$ cat config.mk
export PLATFORM = sky130hd
export DESIGN_NAME = rrc_top
export DESIGN_NICKNAME = d
export VERILOG_FILES = /design/src/verilog/rrc_pkg.sv /design/src/verilog/rrc_cfg_if.sv /design/src/verilog/rrc_cfg_decode.sv /design/src/verilog/rrc_top.sv
export SDC_FILE = /design/constraint.sdc
export NUM_CORES = 1
export LEC_CHECK = 0
export BUFFER_PORTS_ARGS = -buffer_cell sky130_fd_sc_hd__buf_4
export CAP_MARGIN = 25
export CORE_ASPECT_RATIO = 1.4
export CORE_UTILIZATION = 44
export DETAILED_ROUTE_END_ITERATION = 12
export PLACE_DENSITY_LB_ADDON = 0.3
export SYNTH_ARGS = -nofsm -noshare
export SYNTH_HDL_FRONTEND = slang
export SYNTH_SLANG_ARGS = --single-unit
$ cat constraint.sdc
create_clock -name clock -period 1.85 [get_ports clock]
set_clock_uncertainty 0.05 [all_clocks]
set_input_delay 0.0925 -clock clock [delete_from_list [all_inputs] [get_ports clock]]
set_output_delay 0.0925 -clock clock [all_outputs]
set_load 0.02 [all_outputs]
$ cat src/verilog/rrc_pkg.sv
// Package: register map, config word layout and reset timer constants
`default_nettype none
package rrc_pkg;
  // AXI4-Lite byte offsets
  localparam logic [7:0] ADDR_SETUP = 8'h00;
  localparam logic [7:0] ADDR_PRESCALE = 8'h04;
  localparam logic [7:0] ADDR_STATUS = 8'h08;
  localparam logic [7:0] ADDR_CONTROL = 8'h0c;
  // Setup word fields
  localparam int SETUP_WIDTH = 12;
  localparam int OSC_SEL_LSB = 0;
  localparam int WATCHDOG_EN_BIT = 3;
  localparam int CODE_PROT_BIT = 4;
  localparam int PIN_EN_BIT = 5;
  localparam int SPEED_BIT = 6;
  localparam logic [11:0] SETUP_RESET = 12'h07f;
  localparam logic [7:0] PRESCALE_RESET = 8'hff;
  // Status fields
  localparam int ST_CHIP_RESET = 0;
  localparam int ST_TIMER_RUN = 1;
  localparam int ST_CLEAR_LEVEL = 2;
  localparam int ST_SHORT = 3;
  // Control fields
  localparam int CT_SOFT_POR = 0;
  localparam int CT_LOAD_SETUP = 1;
  // Timing
  localparam int CLOCK_MHZ = 100;
  localparam int CLK_PERIOD_NS = 10;
  localparam int SHORT_TIMER_NS = 1125000;
  localparam int LONG_TIMER_NS = 18000000;
  localparam int SHORT_TIMER_CYCLES = SHORT_TIMER_NS / CLK_PERIOD_NS;
  localparam int LONG_TIMER_CYCLES = LONG_TIMER_NS / CLK_PERIOD_NS;
  localparam int TIMER_WIDTH = 21;
  // Oscillator frequencies in kHz
  localparam logic [15:0] OSC_FAST_KHZ = 16'h1f40;
  localparam logic [15:0] OSC_SLOW_KHZ = 16'h0fa0;
  localparam logic [1:0] RESP_OKAY = 2'h0;
  localparam logic [1:0] RESP_SLVERR = 2'h2;
endpackage
`default_nettype wire

$ cat src/verilog/rrc_cfg_if.sv
// Interface: decoded setup word fields from decoder to sequencer
`timescale 1ns/1ns
`default_nettype none
interface rrc_cfg_if;
  logic speed_fast;
  logic pin_enable;
  logic short_timer;
  logic watchdog_on;
  logic clock_out_on;
  logic [2:0] osc_mode;
  modport source (output speed_fast, pin_enable, short_timer, watchdog_on, clock_out_on, osc_mode);
  modport sink (input speed_fast, pin_enable, short_timer, watchdog_on, clock_out_on, osc_mode);
endinterface
`default_nettype wire

$ cat src/verilog/rrc_cfg_decode.sv
// Decoder: splits the setup word into oscillator, pin and watchdog choices
`timescale 1ns/1ns
`default_nettype none
module rrc_cfg_decode (
  input wire logic [11:0] setup_word, // Held configuration word
  rrc_cfg_if.source cfg // Decoded fields
);
  logic [2:0] mode;
  assign mode = setup_word[rrc_pkg::OSC_SEL_LSB +: 3];
  assign cfg.osc_mode = mode;
  assign cfg.speed_fast = setup_word[rrc_pkg::SPEED_BIT];
  assign cfg.pin_enable = setup_word[rrc_pkg::PIN_EN_BIT];
  assign cfg.watchdog_on = setup_word[rrc_pkg::WATCHDOG_EN_BIT];
  // Modes 000..010 keep the long timer; 011 and up select the short one
  assign cfg.short_timer = (mode >= 3'h3);
  // Odd modes from 011 up drive the clock output pin
  assign cfg.clock_out_on = mode[0] & (mode >= 3'h3);
endmodule
`default_nettype wire

$ cat src/verilog/rrc_top.sv
// Reset release sequencer with configuration word and AXI4-Lite registers
//
// Implementation choices: the register offsets and the AXI4-Lite interface to the registers.
`timescale 1ns/1ns
`default_nettype none
module rrc_top #(
  parameter int LONG_CYCLES = rrc_pkg::LONG_TIMER_CYCLES, // Long timer count
  parameter int SHORT_CYCLES = rrc_pkg::SHORT_TIMER_CYCLES // Short timer count
) (
  input wire logic clock, // System clock, 100 MHz
  input wire logic rst_b, // Power-up event, active low
  input wire logic [11:0] setup_strap, // Nonvolatile setup word image
  input wire logic master_clear_n_in, // Reset pin level
  input wire logic portb_pin3_out, // Port data for pin when freed
  input wire logic portb_pin3_drive, // Port drive request when freed
  output logic master_clear_n_out, // Pin output value
  output logic master_clear_n_oe, // Pin output enable
  output logic portb_pin3_in, // Pin level seen by port logic
  output logic chip_reset, // On-chip reset, high while held
  output logic watchdog_enable, // Watchdog timer enable
  output logic internal_osc_speed_select, // 1 = fast oscillator
  output logic [15:0] osc_khz, // Selected oscillator rate
  output logic clock_output_en, // Clock output pin function on
  output logic [2:0] osc_mode, // Oscillator mode field
  output logic [7:0] prescaler_wake_control, // Written option byte
  input wire logic [7:0] s_axi_awaddr, // AXI write address
  input wire logic s_axi_awvalid, // AXI write address valid
  output logic s_axi_awready, // AXI write address ready
  input wire logic [31:0] s_axi_wdata, // AXI write data
  input wire logic [3:0] s_axi_wstrb, // AXI write strobes
  input wire logic s_axi_wvalid, // AXI write data valid
  output logic s_axi_wready, // AXI write data ready
  output logic [1:0] s_axi_bresp, // AXI write response
  output logic s_axi_bvalid, // AXI write response valid
  input wire logic s_axi_bready, // AXI write response ready
  input wire logic [7:0] s_axi_araddr, // AXI read address
  input wire logic s_axi_arvalid, // AXI read address valid
  output logic s_axi_arready, // AXI read address ready
  output logic [31:0] s_axi_rdata, // AXI read data
  output logic [1:0] s_axi_rresp, // AXI read response
  output logic s_axi_rvalid, // AXI read valid
  input wire logic s_axi_rready // AXI read ready
);
  typedef enum logic [1:0] {
    ST_HOLD = 2'b00,
    ST_COUNT = 2'b01,
    ST_RUN = 2'b10
  } rrc_state_type;

  rrc_cfg_if cfg_bus ();
  rrc_state_type state_reg;
  logic [11:0] setup_reg;
  logic setup_loaded_reg;
  logic [7:0] option_reg;
  logic [20:0] timer_reg;
  logic soft_por_reg;
  logic latch_reg;
  logic clear_level;
  logic [20:0] period;
  logic timer_done;

  rrc_cfg_decode u_decode (
    .setup_word(setup_reg),
    .cfg(cfg_bus)
  );

  // Setup word is caught after reset release, never through the async reset
  always_ff @(posedge clock or negedge rst_b) begin
    if (!rst_b) begin
      setup_reg <= rrc_pkg::SETUP_RESET;
      setup_loaded_reg <= 1'b0;
    end else if (!setup_loaded_reg || soft_por_reg) begin
      setup_reg <= setup_strap;
      setup_loaded_reg <= 1'b1;
    end
  end

  // Freed pin ties the clear level high; pin enable selects the pin level
  assign clear_level = cfg_bus.pin_enable ? master_clear_n_in : 1'b1;
  assign master_clear_n_out = portb_pin3_out;
  assign master_clear_n_oe = ~cfg_bus.pin_enable & portb_pin3_drive;
  assign portb_pin3_in = cfg_bus.pin_enable ? 1'b0 : master_clear_n_in;

  assign period = cfg_bus.short_timer ? SHORT_CYCLES[20:0] : LONG_CYCLES[20:0];
  assign timer_done = (timer_reg == period - 21'h000001);

  // Power-up and soft reload both restart the sequence, whatever the pin setting
  logic restart;
  assign restart = soft_por_reg | ~setup_loaded_reg;

  // Hold until the clear level is high, count one period, then run
  always_ff @(posedge clock or negedge rst_b) begin
    if (!rst_b) begin
      state_reg <= ST_HOLD;
    end else if (restart) begin
      state_reg <= ST_HOLD;
    end else begin
      case (state_reg)
        ST_HOLD: begin
          if (clear_level) begin
            state_reg <= ST_COUNT;
          end
        end
        ST_COUNT: begin
          if (!clear_level) begin
            state_reg <= ST_HOLD;
          end else if (timer_done) begin
            state_reg <= ST_RUN;
          end
        end
        ST_RUN: begin
          // External clear low puts the chip back in reset
          if (!clear_level) begin
            state_reg <= ST_HOLD;
          end
        end
        default: begin
          state_reg <= ST_HOLD;
        end
      endcase
    end
  end

  // Timer only advances while counting with the clear level high; any other
  // cycle zeroes it, so a low clear restarts the full period from its next rise
  always_ff @(posedge clock or negedge rst_b) begin
    if (!rst_b) begin
      timer_reg <= '0;
    end else if (restart) begin
      timer_reg <= '0;
    end else if (state_reg == ST_COUNT && clear_level && !timer_done) begin
      timer_reg <= timer_reg + 21'h000001;
    end else begin
      timer_reg <= '0;
    end
  end

  // Latch clears only on expiry; a low clear or a stray state sets it again
  always_ff @(posedge clock or negedge rst_b) begin
    if (!rst_b) begin
      latch_reg <= 1'b1;
    end else if (restart) begin
      latch_reg <= 1'b1;
    end else if (state_reg == ST_COUNT && clear_level && timer_done) begin
      latch_reg <= 1'b0;
    end else if (!clear_level || (state_reg != ST_COUNT && state_reg != ST_RUN)) begin
      latch_reg <= 1'b1;
    end
  end

  assign chip_reset = latch_reg;
  assign watchdog_enable = cfg_bus.watchdog_on;
  assign internal_osc_speed_select = cfg_bus.speed_fast;
  assign osc_khz = cfg_bus.speed_fast ? rrc_pkg::OSC_FAST_KHZ : rrc_pkg::OSC_SLOW_KHZ;
  assign clock_output_en = cfg_bus.clock_out_on;
  assign osc_mode = cfg_bus.osc_mode;
  assign prescaler_wake_control = option_reg;

  // AXI4-Lite write channel: address and data latched independently
  logic aw_held_reg;
  logic w_held_reg;
  logic [7:0] aw_addr_reg;
  logic [31:0] w_data_reg;
  logic [3:0] w_strb_reg;
  logic do_write;
  assign s_axi_awready = ~aw_held_reg & ~s_axi_bvalid;
  assign s_axi_wready = ~w_held_reg & ~s_axi_bvalid;
  assign do_write = aw_held_reg & w_held_reg & ~s_axi_bvalid;

  always_ff @(posedge clock or negedge rst_b) begin
    if (!rst_b) begin
      aw_held_reg <= 1'b0;
      w_held_reg <= 1'b0;
      aw_addr_reg <= '0;
      w_data_reg <= '0;
      w_strb_reg <= '0;
      s_axi_bvalid <= 1'b0;
      s_axi_bresp <= rrc_pkg::RESP_OKAY;
    end else begin
      if (s_axi_awvalid && s_axi_awready) begin
        aw_held_reg <= 1'b1;
        aw_addr_reg <= s_axi_awaddr;
      end
      if (s_axi_wvalid && s_axi_wready) begin
        w_held_reg <= 1'b1;
        w_data_reg <= s_axi_wdata;
        w_strb_reg <= s_axi_wstrb;
      end
      if (do_write) begin
        aw_held_reg <= 1'b0;
        w_held_reg <= 1'b0;
        s_axi_bvalid <= 1'b1;
        case (aw_addr_reg)
          rrc_pkg::ADDR_PRESCALE, rrc_pkg::ADDR_CONTROL: s_axi_bresp <= rrc_pkg::RESP_OKAY;
          default: s_axi_bresp <= rrc_pkg::RESP_SLVERR;
        endcase
      end else if (s_axi_bvalid && s_axi_bready) begin
        s_axi_bvalid <= 1'b0;
      end
    end
  end

  // Option byte is write-only to software; control bits self-clear
  always_ff @(posedge clock or negedge rst_b) begin
    if (!rst_b) begin
      option_reg <= rrc_pkg::PRESCALE_RESET;
      soft_por_reg <= 1'b0;
    end else begin
      soft_por_reg <= 1'b0;
      if (do_write && aw_addr_reg == rrc_pkg::ADDR_PRESCALE && w_strb_reg[0]) begin
        option_reg <= w_data_reg[7:0];
      end
      if (do_write && aw_addr_reg == rrc_pkg::ADDR_CONTROL && w_strb_reg[0]) begin
        soft_por_reg <= w_data_reg[rrc_pkg::CT_SOFT_POR] | w_data_reg[rrc_pkg::CT_LOAD_SETUP];
      end
    end
  end

  // AXI4-Lite read channel
  logic [31:0] rd_value;
  logic rd_ok;
  always_comb begin
    rd_value = '0;
    rd_ok = 1'b1;
    case (s_axi_araddr)
      rrc_pkg::ADDR_SETUP: rd_value[11:0] = setup_reg;
      rrc_pkg::ADDR_PRESCALE: rd_value = '0;
      rrc_pkg::ADDR_CONTROL: rd_value = '0;
      rrc_pkg::ADDR_STATUS: begin
        rd_value[rrc_pkg::ST_CHIP_RESET] = latch_reg;
        rd_value[rrc_pkg::ST_TIMER_RUN] = (state_reg == ST_COUNT);
        rd_value[rrc_pkg::ST_CLEAR_LEVEL] = clear_level;
        rd_value[rrc_pkg::ST_SHORT] = cfg_bus.short_timer;
      end
      default: rd_ok = 1'b0;
    endcase
  end

  assign s_axi_arready = ~s_axi_rvalid;
  always_ff @(posedge clock or negedge rst_b) begin
    if (!rst_b) begin
      s_axi_rvalid <= 1'b0;
      s_axi_rdata <= '0;
      s_axi_rresp <= rrc_pkg::RESP_OKAY;
    end else if (s_axi_arvalid && s_axi_arready) begin
      s_axi_rvalid <= 1'b1;
      s_axi_rdata <= rd_value;
      s_axi_rresp <= rd_ok ? rrc_pkg::RESP_OKAY : rrc_pkg::RESP_SLVERR;
    end else if (s_axi_rvalid && s_axi_rready) begin
      s_axi_rvalid <= 1'b0;
    end
  end
endmodule
`default_nettype wire

* Yosys cells after proc, flatten, opt, wreduce, memory -nomap -nowiden
Index checks and enable logic that the tools add are counted.
** Word-level totals
- Flip-flop bits (word level) :: 83
- Input bits :: 74
- Output and inout port bits :: 75
- Word-level logic and storage cells :: 104
** Cells by class
- Add/sub/neg operators :: 2
- Order comparisons :: 1
- Equality and inequality tests :: 13
- Muxes and demuxes :: 29
- Bitwise logic cells :: 14
- Reductions and logical operators :: 28
** Operators with widths (number)
- two-way mux 21 bit :: 3
- == test 8 x 4 -> 1 bit (second input constant) :: 3
- adder 21 x 1 -> 21 bit (second input constant) :: 1
- == test 21 bit :: 1
- subtractor 21 x 1 -> 21 bit (second input constant) :: 1
- == test 8 x 3 -> 1 bit (second input constant) :: 2
- two-way mux 1 bit :: 15
- two-way mux 2 bit :: 7
- logical AND 1 bit :: 13
- two-way mux 13 bit :: 1
- zero test 8 bit :: 1
- two-way mux 8 bit :: 1
- case mux 4 bit (2 select lines) :: 1
- nonzero test 2 bit :: 4
- AND 1 bit :: 6
- inequality test 3 bit (second input constant) :: 2
- NOT 1 bit :: 6
- case mux 2 bit (3 select lines) :: 1
- inequality test 4 bit (second input constant) :: 1
- OR reduction 4 bit :: 1
- greater-or-equal comparator 3 x 2 -> 1 bit (second input constant) :: 1
- zero test 1 bit :: 3
- AND reduction 3 bit :: 1
- nonzero test 3 bit :: 1
- 8 further kinds :: 10

* Depth between registers and ports, before layout
Gate-level depths: netlist of the first run.
- Depth after elaboration :: 8
- Depth in mapped cells :: 7
- Mapped depth without buffers :: 6

* Modules after synthesis
From an unflattened synthesis of the first run, not the netlist that was laid out.
** Unflattened totals
- Cell total of the unflattened synthesis :: 338
- Area, all modules :: 3872.5 sq um
** By module, submodules not included
- rrc_top :: instances 1, cells each 330, area each 3812.4 sq um, seq. area each 2047.0 sq um
- rrc_cfg_decode :: instances 1, cells each 8, area each 60.1 sq um, seq. area each 0.0 sq um

* Worst setup path after synthesis of the first run
No wires, ideal clock.
- Kind :: register to register
- Start point :: register timer_reg[6]
- End point :: register timer_reg[15]
- Library setup time :: 0.119 ns
- Data arrival time :: 1.716 ns
- Required time :: 1.681 ns
- Slack :: -0.035 ns
- Cell stages (with the launch flop) :: 7
- Path buffers :: 1
- Period minus slack after synthesis :: 1.885 ns
- Cell sequence :: dfrtp_1 -> nand4b_1 -> or3_4 -> a2111oi_4 -> nand2b_2 -> buf_6 -> nor2_1
** Between the ends
- Word-level cells in the longest chain between the ends :: 5
- Elaborated cells between the ends (all ways) :: 6
- Those cells by class :: add/sub: 1; eq/ne: 1; mux: 2; reduce/logical: 2
** RTL lines
- start, declared :: line rrc_top.sv:55 : logic [20:0] timer_reg;
- start signal, assigned :: line rrc_top.sv:132 : timer_reg <= timer_reg + 21'h000001;
- branches (longest 3 deep; another with adder 21 x 1 -> 21 bit)
- two-way mux 21 bit * :: line rrc_top.sv:131 : end else if (state_reg == ST_COUNT && clear_level && !timer_done) begin
- two-way mux 21 bit * :: line rrc_top.sv:129 : end else if (restart) begin
Every way passes the cells marked *.
A chain may end at the register's enable or synchronous reset.

* Worst setup path in the final report of the first run
- Start point :: register setup_reg[0]
- End point :: register state_reg[0]
** Between the ends
- Word-level cells in the longest chain between the ends :: 6
** RTL lines
- start, declared :: line rrc_top.sv:52 : logic [11:0] setup_reg;
- start signal, assigned :: line rrc_top.sv:70 : setup_reg <= rrc_pkg::SETUP_RESET;
- start signal, assigned :: line rrc_top.sv:73 : setup_reg <= setup_strap;
- greater-or-equal comparator 3 x 2 -> 1 bit :: line rrc_cfg_decode.sv:15 : assign cfg.short_timer = (mode >= 3'h3);
- two-way mux 21 bit :: line rrc_top.sv:84 : assign period = cfg_bus.short_timer ? SHORT_CYCLES[20:0] : LONG_CYCLES[20:0];
- subtractor 21 x 1 -> 21 bit :: line rrc_top.sv:85 : assign timer_done = (timer_reg == period - 21'h000001);
- == test 21 bit :: line rrc_top.sv:85
- inequality test 4 bit (no line)
- AND reduction 3 bit (no line)
- end signal, assigned :: line rrc_top.sv:94 : state_reg <= ST_HOLD;
- end signal, assigned :: line rrc_top.sv:96 : state_reg <= ST_HOLD;
- end signal, assigned :: line rrc_top.sv:101 : state_reg <= ST_COUNT;
- end, declared :: line rrc_top.sv:51 : rrc_state_type state_reg;
No other way between the ends.

==> results.md, run 1 <==
* Status: complete, but fails checks
* Failing checks: negative setup slack
* Slew margin rel. at 63.9%
* Initial drt markers at 111
* P_sw at 1.40 mW
* Yosys top cell by area: dfrtp_1
* Max_cap viols at 0
* Final cycle utilization of the critical path at 101%
* Most common cell in the netlist: dfrtp_1
* Syn Area/Cell at 11.8 um^2
* Die Footprint at 0.00902 mm^2
* CP Data Arrival Time at 2.03 ns
* Startpoint Class: flop
* Hold slack at 0.124 ns
* Max VDD drop at 958 uV
* Netlist cell types at 40
* Site Rows at 39
* Final wirelength at 7560 um
* Port bufs at 85
* Final #Nets at 539
* Tightest Pin Transition at 0.537 ns
* Largest net degree at the start of global routing at 49
* Longest Clk Path Bufs at 2
* Internal Pwr Total at 3.91 mW
* Leak pwr at 2.45 nW
* DR WL/cell at 13.3 um
* Final GP Congestion at 0.825
* Initial antenna violation count at 0
* IO Count at 149
* Synthesized cell area at 0.00380 mm^2
* Core Area at 0.00825 mm^2
* Number of H-tree levels at 3
* RSZ-0062 raised after global routing: yes
* Total CTS buffers at 9
* Nature of the critical path endpoint: flop
* Drt first pass iters at 4
* Setup violators final at 1
* Post-CTS setup buffers at 0
* Top cells by area, synth: dfrtp_1 43%, mux2_2 11%, dfstp_2 11%
* Top-area cell type share of the netlist area at 42.8%
* Post-route ant nets at 0
* Clock-pin slew on the worst setup and hold paths at 0.06 ns
* Sw frac at 26.3%
* Post-synthesis sequential area ratio at 53.8%
* PD cells at 1010 mW/mm^2
* WS Path Type: reg -> reg
* Vias in the first global route at 2817
* Post-Place Setup Slack at -0.0265 ns
* Clock root cell: clkbuf_16
* Max FFs per register at 21
* Vias per inst at 4.85
* Worst min path class: in -> reg
* Area grow syn2layout at 37.8%
* Logic pwr share at 20.8%
* Number of fillers in the final layout at 646
* GRT Total Usage at 18.3%
* Post-synth EDFFs at 0
* PnR worst setup slack at -0.0159 ns
* Multi-input gate area at 0.00152 mm^2
* Setup_tns at -0.0159 ns
* First-pass GRT wire length at 12500 um
* Total power draw at 5.31 mW
* CTS tree: done
* Endpoints failing hold at 0
* Die X at 80.6 um
* Main synth FF type: dfrtp_1
* Synth Instances at 321
* Fmax at 536 MHz
* Layout cells sized above 1 at 40.9%
* Clock Power Share at 36.4%
* Post-synth top cells: 65 x dfrtp_1, 41 x buf_4, 38 x mux2_2, 32 x nor2_1, 16 x dfstp_2
* Synth Register Bits at 81
* Via count at 2748
* Global route overflow at 0
* # diodes at 0
* Die span in y at 112 um
* Total clock sinks at 81
* Flop pwr share at 42.9%
* Starting Density at 46.1%
* Synth async-reset ratio at 100%
* Clock period minus worst slack at 1.87 ns
* Worst-Skew Late Latency at 0.33 ns
* DRC Markers at 0
* Worst Path Max Fanout at 3
* Storage cell area at 0.00205 mm^2
* DP Wirelength at 5110 um
* YS warnings at 0
* Max-slew violations at 0
* Worst path required time at 2.01 ns
[area by class of cell]
cell class	count	share of cell area, %
well taps	102	2.44
inverters	12	0.860
clock buffers	12	4.90
multi-input cells	213	29.1
clock inverters	4	1.41
repair buffers	143	22.3
flip-flops and latches	81	39.1
[cell usage in the layout (no fill, tap or decap), types with 5 or more instances in the layout]
| cell | instances |
|---|---|
| conb_1 | 35 |
| dfstp_2 | 16 |
| dfrtp_1 | 65 |
| xor2_1 | 10 |
| xnor2_1 | 9 |
| buf_4 | 110 |
| inv_1 | 12 |
| nand2_1 | 12 |
| dlygate4sd3_1 | 32 |
| mux2_2 | 38 |
| nor2_1 | 31 |
| a22o_1 | 8 |
| clkbuf_16 | 9 |
| ha_1 | 5 |
| nand3_1 | 9 |
| nor4_1 | 5 |
| nand4_1 | 5 |
[worst max-delay path, cell delays in order (launching register included)]
cell and delay (ns):
dfstp_2 0.37, a21o_1 0.20, or3_4 0.40, a2111oi_4 0.34, buf_4 0.19, o22ai_2 0.08
mux2i_1 0.13
[through the flow]
stage	util, %	cell area (um^2)	cells
after floorplan	-	3930	354
after global placement	55.3	4560	518
after detailed placement	55.3	4560	518
after CTS	63.4	5230	567
after global routing	63.5	5240	567
final	63.5	5240	567
[kinds of logic after synthesis]
logic type / synth area share, %
buf+inv: 10.5
simple gates: 12.4
fa+ha+maj: 1.65
xor+xnor: 4.38
flops: 53.8
other cells: 0.198
mux: 11.8
compound gates: 5.33
[power groups by stage]
stage / Combinational, mW / Clock, mW / Sequential (mW)
global placement: 1.02 / 0 / 2.28
detailed placement: 1.04 / 0 / 2.30
floorplan: 0.704 / 0 / 2.30
finish: 1.10 / 1.93 / 2.28
global route: 1.19 / 2.06 / 2.32
CTS: 1.10 / 1.98 / 2.27
[final timing paths]
kind	from	end	slack, ns	cells after the start
worst max register to register	setup_reg[0]$_DFFE_PN1N_	state_reg[0]$_DFFE_PN0P_	-0.02	6
worst min-delay path	s_axi_araddr[0]	s_axi_rresp[1]$_DFFE_PN0P_	0.12	4
worst max-delay path	setup_reg[0]$_DFFE_PN1N_	state_reg[0]$_DFFE_PN0P_	-0.02	6
worst min register to register	timer_reg[0]$_DFF_PN0_	timer_reg[0]$_DFF_PN0_	0.43	1
max in group asynchronous	rst_b	setup_reg[3]$_DFFE_PN1N_	0.89	3
min in group asynchronous	rst_b	aw_addr_reg[2]$_DFFE_PN0P_	0.20	2
[layer usage]
metal  global-route usage, %  share of wire (%)  vias up  routed length, um
met1                    20.2                 39     1337               2970
li1                        -                  -     1305                  -
met4                    10.2                3.0        0                226
met5                       0                  0        -                  0
met2                    31.8                 53       88               3990
met3                    3.85                4.9       18                371
[timing repair]
action                                 CTS  global route
setup endpoints to repair               22            24
hold buffers                            32             0
endpoints found under the hold margin   64             0
cloned                                   1             0
resized for setup                        1             2
pin swaps                                2             2
(Power assumes the default switching activity.)
==> run 2: changes to the inputs <==
CELL_PAD_IN_SITES_DETAIL_PLACEMENT = 0   (was default)
CELL_PAD_IN_SITES_GLOBAL_PLACEMENT = 1   (was default)
CORE_UTILIZATION = 34   (was 44)
==> run 2 against run 1 <==
The run still ends with negative setup slack left. Clock power down 6%. Sequential power about the same. Cell count up 8.8%. Largest cell class unchanged.
==> results.md, run 2 (synthesis gave the netlist of run 1 again) <==
* Worst Hold Path Cells at 4 (unchanged)
* IO Count at 149 (unchanged)
* Most frequent cells in the layout: 121 x buf_4, 65 x dfrtp_1, 38 x mux2_2
* Total CTS buffers at 9 (unchanged)
* Final #Nets at 550 (+2.0%)
* Failing checks: negative setup slack
* Global route overflow at 0 (unchanged)
* Area grow syn2layout at 41.0%
* Worst path required time at 2.02 ns (about the same)
* Fmax at 530 MHz (-1.2%)
* Max_cap viols at 0 (unchanged)
* Max VDD drop at 588 uV (-39%)
* P_sw at 1.43 mW (+2.1%)
* Setup violators final at 12 (+11)
* Max FFs per register at 21 (unchanged)
* Status: complete, but fails checks
* Port bufs at 85 (unchanged)
* Tightest Pin Transition at 0.536 ns (-0.00110 ns)
* Final core utilization at 49.3% (-14 points)
* Drt first pass iters at 4 (unchanged)
* Startpoint Class: flop
* Vias in the first global route at 2901 (+3.0%)
* Site Rows at 45 (+15%)
* Layout cells sized above 1 at 43.5% (+2.6 points)
* Longest Clk Path Bufs at 2 (unchanged)
* Final GP Congestion at 0.727 (-12%)
* Flop pwr share at 43.8% (+0.9 points)
* Post-route ant nets at 0 (unchanged)
* Clock-pin slew on the worst setup and hold paths at 0.06 ns (about the same)
* WS Path Type: reg -> reg
* Met1 usage at 15.2% (-4.9 points)
* GRT Total Usage at 14.7% (-3.6 points)
* Met3 usage at 2.26% (-1.6 points)
* Initial antenna violation count at 0 (unchanged)
* Cell area after layout at 0.00536 mm^2 (+2.4%)
* DP Area at 0.00464 mm^2 (+1.8%)
* Slew margin rel. at 64.3% (+0.40 points)
* DR WL/cell at 12.9 um (-3.4%)
* DP Wirelength at 5520 um (+8.1%)
* Initial drt markers at 73 (-34%)
* Core Area at 0.0109 mm^2 (+32%)
* Clock period minus worst slack at 1.89 ns (+0.0219 ns)
* Nature of the critical path endpoint: flop
* Sw frac at 27.6% (+1.3 points)
* CTS tree: done
* Setup_tns at -0.347 ns (-0.331 ns)
* Worst-Skew Late Latency at 0.34 ns (about the same)
* Die span in y at 127 um (+14%)
* CP Data Arrival Time at 2.06 ns (+0.03 ns)
* PnR worst setup slack at -0.0378 ns (-0.0219 ns)
* Logic pwr share at 21.2% (+0.4 points)
* # diodes at 0 (unchanged)
* Clock Power Share at 35.0% (-1.4 points)
* Busiest layer in global routing: met2
* Clock root cell: clkbuf_16
* Commonest non-fill, non-tap cell in the layout: buf_4
* DRC Markers at 0 (unchanged)
* Leak pwr at 2.48 nW (+1.2%)
* Number of H-tree levels at 3 (unchanged)
* PD cells at 964 mW/mm^2 (-4.9%)
* Internal Pwr Total at 3.74 mW (-4.3%)
* Via count at 2775 (+0.98%)
* RSZ-0062 raised after global routing: yes
* Die X at 91.4 um (+13%)
* Starting Density at 35.0% (-11 points)
* Post-Place Setup Slack at -0.0577 ns (-0.0312 ns)
* GR Util met2 at 28.9% (-2.9 points)
* Worst Path Max Fanout at 5 (+2)
* Final cycle utilization of the critical path at 102% (+1.2 points)
* Vias per inst at 4.50 (-7.2%)
* Max-slew violations at 0 (unchanged)
* Die Footprint at 0.0116 mm^2 (+29%)
* Register-to-Register Path Depth at 6 (unchanged)
* Final wirelength at 7950 um (+5.1%)
* First-pass GRT wire length at 13300 um (+6.7%)
* Worst min path class: in -> reg
* Largest net degree at the start of global routing at 43 (-12%)
* Hold slack at 0.110 ns (-0.0147 ns)
* Endpoints failing hold at 0 (unchanged)
* Total clock sinks at 81 (unchanged)
run 2: cell types whose count changed in the layout (fill, tap and decap cells not counted):
| cell | delta |
|---|---|
| buf_4 | +11 |
| nor2_1 | -5 |
| nor2_2 | +5 |
| clkinv_4 | +2 |
| nand2b_4 | +2 |
| a211oi_1 | -1 |
| a211oi_2 | +1 |
| buf_12 | -1 |
| bufinv_16 | -1 |
| clkbuf_8 | -1 |
| clkinv_2 | -1 |
| clkinvlp_4 | +1 |
| nand2b_2 | -1 |
run 2: layer usage:
| layer | vias to the layer above | routed length, um |
|---|---|---|
| li1 | 1331 | - |
| met1 | 1354 | 3110 |
| met5 | - | 0 |
| met4 | 0 | 114 |
| met2 | 82 | 4480 |
| met3 | 8 | 243 |
run 2: final timing paths:
kind / from / to / slack [ns]
setup / recovery: setup_reg[1]$_DFFE_PN1N_ / timer_reg[10]$_DFF_PN0_ / -0.04
hold / removal: s_axi_araddr[0] / s_axi_rresp[1]$_DFFE_PN0P_ / 0.11
setup reg to reg: setup_reg[1]$_DFFE_PN1N_ / timer_reg[10]$_DFF_PN0_ / -0.04
hold reg to reg: timer_reg[0]$_DFF_PN0_ / timer_reg[0]$_DFF_PN0_ / 0.44
max in group asynchronous: rst_b / setup_reg[4]$_DFFE_PN1N_ / 0.87
min in group asynchronous: rst_b / aw_addr_reg[0]$_DFFE_PN0P_ / 0.24
run 2: area by class of cell:
cell class | instances | area, um^2
Clock buffer | 11 | 243
Clock inverter | 5 | 63.8
Fill cell | 1011 | 5500
Inverter | 12 | 45.0
Multi-Input combinational cell | 214 | 1560
Sequential cell | 81 | 2050
Tap cell | 141 | 176
Timing Repair Buffer | 153 | 1230
run 2: metrics by stage:
stage               instances  power (mW)
finish                    617        5.17
global route              617        5.45
CTS                       616        5.24
detailed placement        563        3.33
global placement          563        3.30
floorplan                 354        3.01
run 2: repair_timing:
action                                  in CTS  in global routing
hold endpoints to repair                    63                  0
setup buffers                                3                  1
gates resized for setup                      4                  7
gates cloned                                 2                  0
pin swaps                                    8                  4
endpoints found under the setup margin      22                 23
hold buffers                                32                  0
run 2: power groups by stage:
stage	Combinational, mW	Sequential, mW	Clock [mW]
finish	1.10	2.27	1.81
global route	1.20	2.31	1.93
CTS	1.11	2.27	1.86
detailed placement	1.03	2.30	0
global placement	1.02	2.28	0
floorplan	0.704	2.30	0
run 2: critical path: stages, from the launching register on:
cell,delay (ns)
dfstp_2,0.37
a21o_1,0.20
or3_4,0.41
a2111oi_4,0.34
buf_4,0.18
nand2b_4,0.17
nor2_1,0.06
==> run 3: changes to the inputs <==
ABC_AREA = 1   (was default)
CORE_UTILIZATION = 32   (was 34)
==> run 3 against run 2 <==
Design area grew 2.1%. Clock-buffer cell count down 2. The flow finishes with violations (design-rule violations). Largest power group unchanged. Synthesized area increased by 8.9%. Register-to-register slack better by 0.24 ns. Wire length increased by 20%. Synthesized cell count up 52%. Hold slack lost 0.092 ns. Cell count up 24%. Critical path type unchanged. Clock power about the same. Critical endpoint is now timer_reg[20]$_DFF_PN0_.
==> results.md, run 3 <==
* Status: complete, but fails checks
* Failing checks: design-rule violations
* Final wirelength at 9570 um (+20%)
* YS warnings at 0 (unchanged)
* Synth async-reset ratio at 100% (unchanged)
* Global route overflow at 0 (unchanged)
* Max FFs per register at 21 (unchanged)
* Number of H-tree levels at 3 (unchanged)
* Clock root cell: clkbuf_16
* CTS tree: done
* Clock-pin slew on the worst setup and hold paths at 0.07 ns (about the same)
* DRC Markers at 2 (+2)
* DR WL/cell at 12.5 um (-3.1%)
* Max VDD drop at 779 uV (+33%)
* Largest net degree at the start of global routing at 52 (+21%)
* Final #Nets at 691 (+26%)
* Startpoint Class: flop
* Drt first pass iters at 11 (+7)
* PD cells at 980 mW/mm^2 (+1.6%)
* Yosys top cell by area: dfrtp_1
* Vias per inst at 4.38 (-2.7%)
* Storage cell area at 0.00205 mm^2 (unchanged)
* Vias in the first global route at 3422 (+18%)
* Max-slew violations at 0 (unchanged)
* First-pass GRT wire length at 16300 um (+22%)
* Worst Hold Path Cells at 3 (-1)
* Worst hold path endpoint: s_axi_rresp[1]$_DFFE_PN0P_
* Total CTS buffers at 9 (unchanged)
* Total clock sinks at 81 (unchanged)
* Endpoints failing hold at 0 (unchanged)
* Worst Path Max Fanout at 4 (-1)
* Reg-to-reg critical path startpoint: timer_reg[0]$_DFF_PN0_
* Clock period minus worst slack at 1.65 ns (-0.238 ns)
* WS Path Type: reg -> reg
* Starting Density at 33.2% (-1.8 points)
* Die Footprint at 0.0134 mm^2 (+15%)
* Post-route ant nets at 0 (unchanged)
* Fmax at 606 MHz (+14%)
* Worst path required time at 2.07 ns (+0.05 ns)
* Layout cells sized above 1 at 25.8% (-18 points)
* Longest Clk Path Bufs at 2 (unchanged)
* Die span in y at 137 um (+7.5%)
* Min-delay src: s_axi_araddr[0]
* Most common cell in the netlist: nand2_1
* Via count at 3356 (+21%)
* CP Data Arrival Time at 1.87 ns (-0.19 ns)
* Setup_tns at 0 ns (+0.347 ns)
* Site Rows at 48 (+6.7%)
* Netlist cell types at 35 (-13%)
* Max_cap viols at 0 (unchanged)
* IO Count at 149 (unchanged)
* Flop2flop setup slack at 0.20 ns (+0.24 ns)
* Final cycle utilization of the critical path at 89.2% (-13 points)
* Worst-Skew Late Latency at 0.34 ns (about the same)
* Nature of the critical path endpoint: flop
* Most frequent cells in the layout: 133 x nand2_1, 94 x buf_4, 65 x dfrtp_1
* Synthesized cell area at 0.00414 mm^2 (+8.9%)
* PostCTS Resize Cnt at 0 (-4)
* Port bufs at 85 (unchanged)
* Initial antenna violation count at 0 (unchanged)
* Post-synth top cells: 133 x nand2_1, 65 x dfrtp_1, 58 x nor2_1, 46 x inv_1, 41 x buf_4
* Top cells by area, synth: dfrtp_1 39%, nand2_1 12%, dfstp_2 10%
* Syn Area/Cell at 8.47 um^2 (-29%)
* Top-area cell type share of the netlist area at 39.3% (-3.5 points)
* Post-synthesis sequential area ratio at 49.4% (-4.4 points)
* Synth Instances at 489 (+52%)
* Setup violators final at 0 (-12)
* Final GP Congestion at 0.785 (+8.0%)
* Worst min path class: in -> reg
* Main synth FF type: dfrtp_1
* Initial drt markers at 111 (+52%)
* Area grow syn2layout at 32.2%
* RSZ-0062 raised after global routing: no
* DP Wirelength at 7170 um (+30%)
* Final core utilization at 43.8% (-5.5 points)
* GRT Total Usage at 15.4% (+0.77 points)
* Core Area at 0.0125 mm^2 (+15%)
* Post-synth EDFFs at 0 (unchanged)
* RR Endpoint: timer_reg[20]$_DFF_PN0_
* Multi-input gate area at 0.00168 mm^2 (+7.7%)
* Leak pwr at 2.68 nW (+8.2%)
* # diodes at 0 (unchanged)
* Die X at 98.1 um (+7.4%)
* Commonest non-fill, non-tap cell in the layout: nand2_1
* Number of fillers in the final layout at 1267 (+25%)
* Synth Register Bits at 81 (unchanged)
* Register-to-Register Path Depth at 9 (+3)
## run 3: changes by cell type after synthesis, moves of 10 or more
cell / before / now
a21oi_1: 0 / 10
inv_1: 12 / 46
mux2_2: 38 / 14
nand2_1: 12 / 133
nand3_1: 9 / 31
nor2_1: 32 / 58
## run 3: timing repair
item / 4_1_cts / 5_1_grt
buffers inserted: 0 / 0
hold endpoints to repair: 60 / 0
hold buffers: 34 / 0
setup endpoints to repair: 0 / 0
## run 3: through the flow
step / cells / hold slack, ns / area, um^2 / total power [mW] / setup slack, ns
5_1_grt: 767 / 0.108 / 5470 / 5.71 / 0.0473
3_3_place_gp: 717 / 0.0253 / 4820 / 3.48 / 0.226
4_1_cts: 767 / 0.0137 / 5470 / 5.45 / 0.194
6_report: 767 / 0.0174 / 5470 / 5.36 / 0.200
3_5_place_dp: 717 / 0.0330 / 4820 / 3.52 / 0.214
2_1_floorplan: 522 / -0.253 / 4270 / 3.13 / 0.194
## run 3: cell families (layout without fill, tap and decap cells)
logic type               after synthesis  count (layout)  synth area share, %
AO/OA/AOI/OAI                         25              25                 3.23
XOR/XNOR                               7               7                 1.48
adder cells (fa/ha/maj)                5               5                 1.51
buffers and inverters                 99             194                 13.0
flip-flops                            81              81                 49.4
multiplexers                          14              14                 3.81
other                                  2              35                0.181
AND/OR/NAND/NOR                      256             256                 27.3
## run 3: how the worst max path moves through the flow
| stage | endpoint | from | cells past startpoint | slack (ns) |
|---|---|---|---|---|
| 6_report | timer_reg[20]$_DFF_PN0_ | timer_reg[0]$_DFF_PN0_ | 9 | 0.20 |
| 5_1_grt | timer_reg[15]$_DFF_PN0_ | timer_reg[2]$_DFF_PN0_ | 7 | 0.05 |
| 4_1_cts | timer_reg[20]$_DFF_PN0_ | timer_reg[0]$_DFF_PN0_ | 9 | 0.19 |
| 3_5_place_dp | timer_reg[20]$_DFF_PN0_ | timer_reg[0]$_DFF_PN0_ | 9 | 0.21 |
| 3_3_place_gp | timer_reg[20]$_DFF_PN0_ | timer_reg[0]$_DFF_PN0_ | 8 | 0.23 |
| 2_1_floorplan | aw_addr_reg[5]$_DFFE_PN0P_ | s_axi_bvalid$_DFFE_PN0P_ | 4 | 0.19 |
## run 3: worst max-delay path, cell delays in order, from the launching register on
cell and delay [ns]:
dfrtp_1 0.37, ha_1 0.21, nand2_1 0.14, nor2_4 0.15
nand3b_2 0.15, nor2_2 0.20, nand3_1 0.12, nand2_1 0.07
nand2_1 0.05, nor2_1 0.07
## run 3: power breakdown
| group | internal [mW] | switching (mW) | total [mW] |
|---|---|---|---|
| registers | 2.08 | 0.189 | 2.27 |
| logic | 0.553 | 0.703 | 1.26 |
| clock network | 1.07 | 0.766 | 1.84 |
## run 3: final cells by class
cell class                 instances  share of cell area (%)
sequential                        81                    37.4
tap                              150                    3.43
timing repair buffer             129                    19.5
inverter                          49                    3.36
clock inverter                     7                    1.55
clock buffer                       9                    4.11
multi-input combinational        342                    30.7
## run 3: metal layers
layer,share of wire [%],GRT usage [%]
met1,40,17.4
met2,55,28.4
met3,3.1,2.86
met4,1.7,6.80
met5,0,0
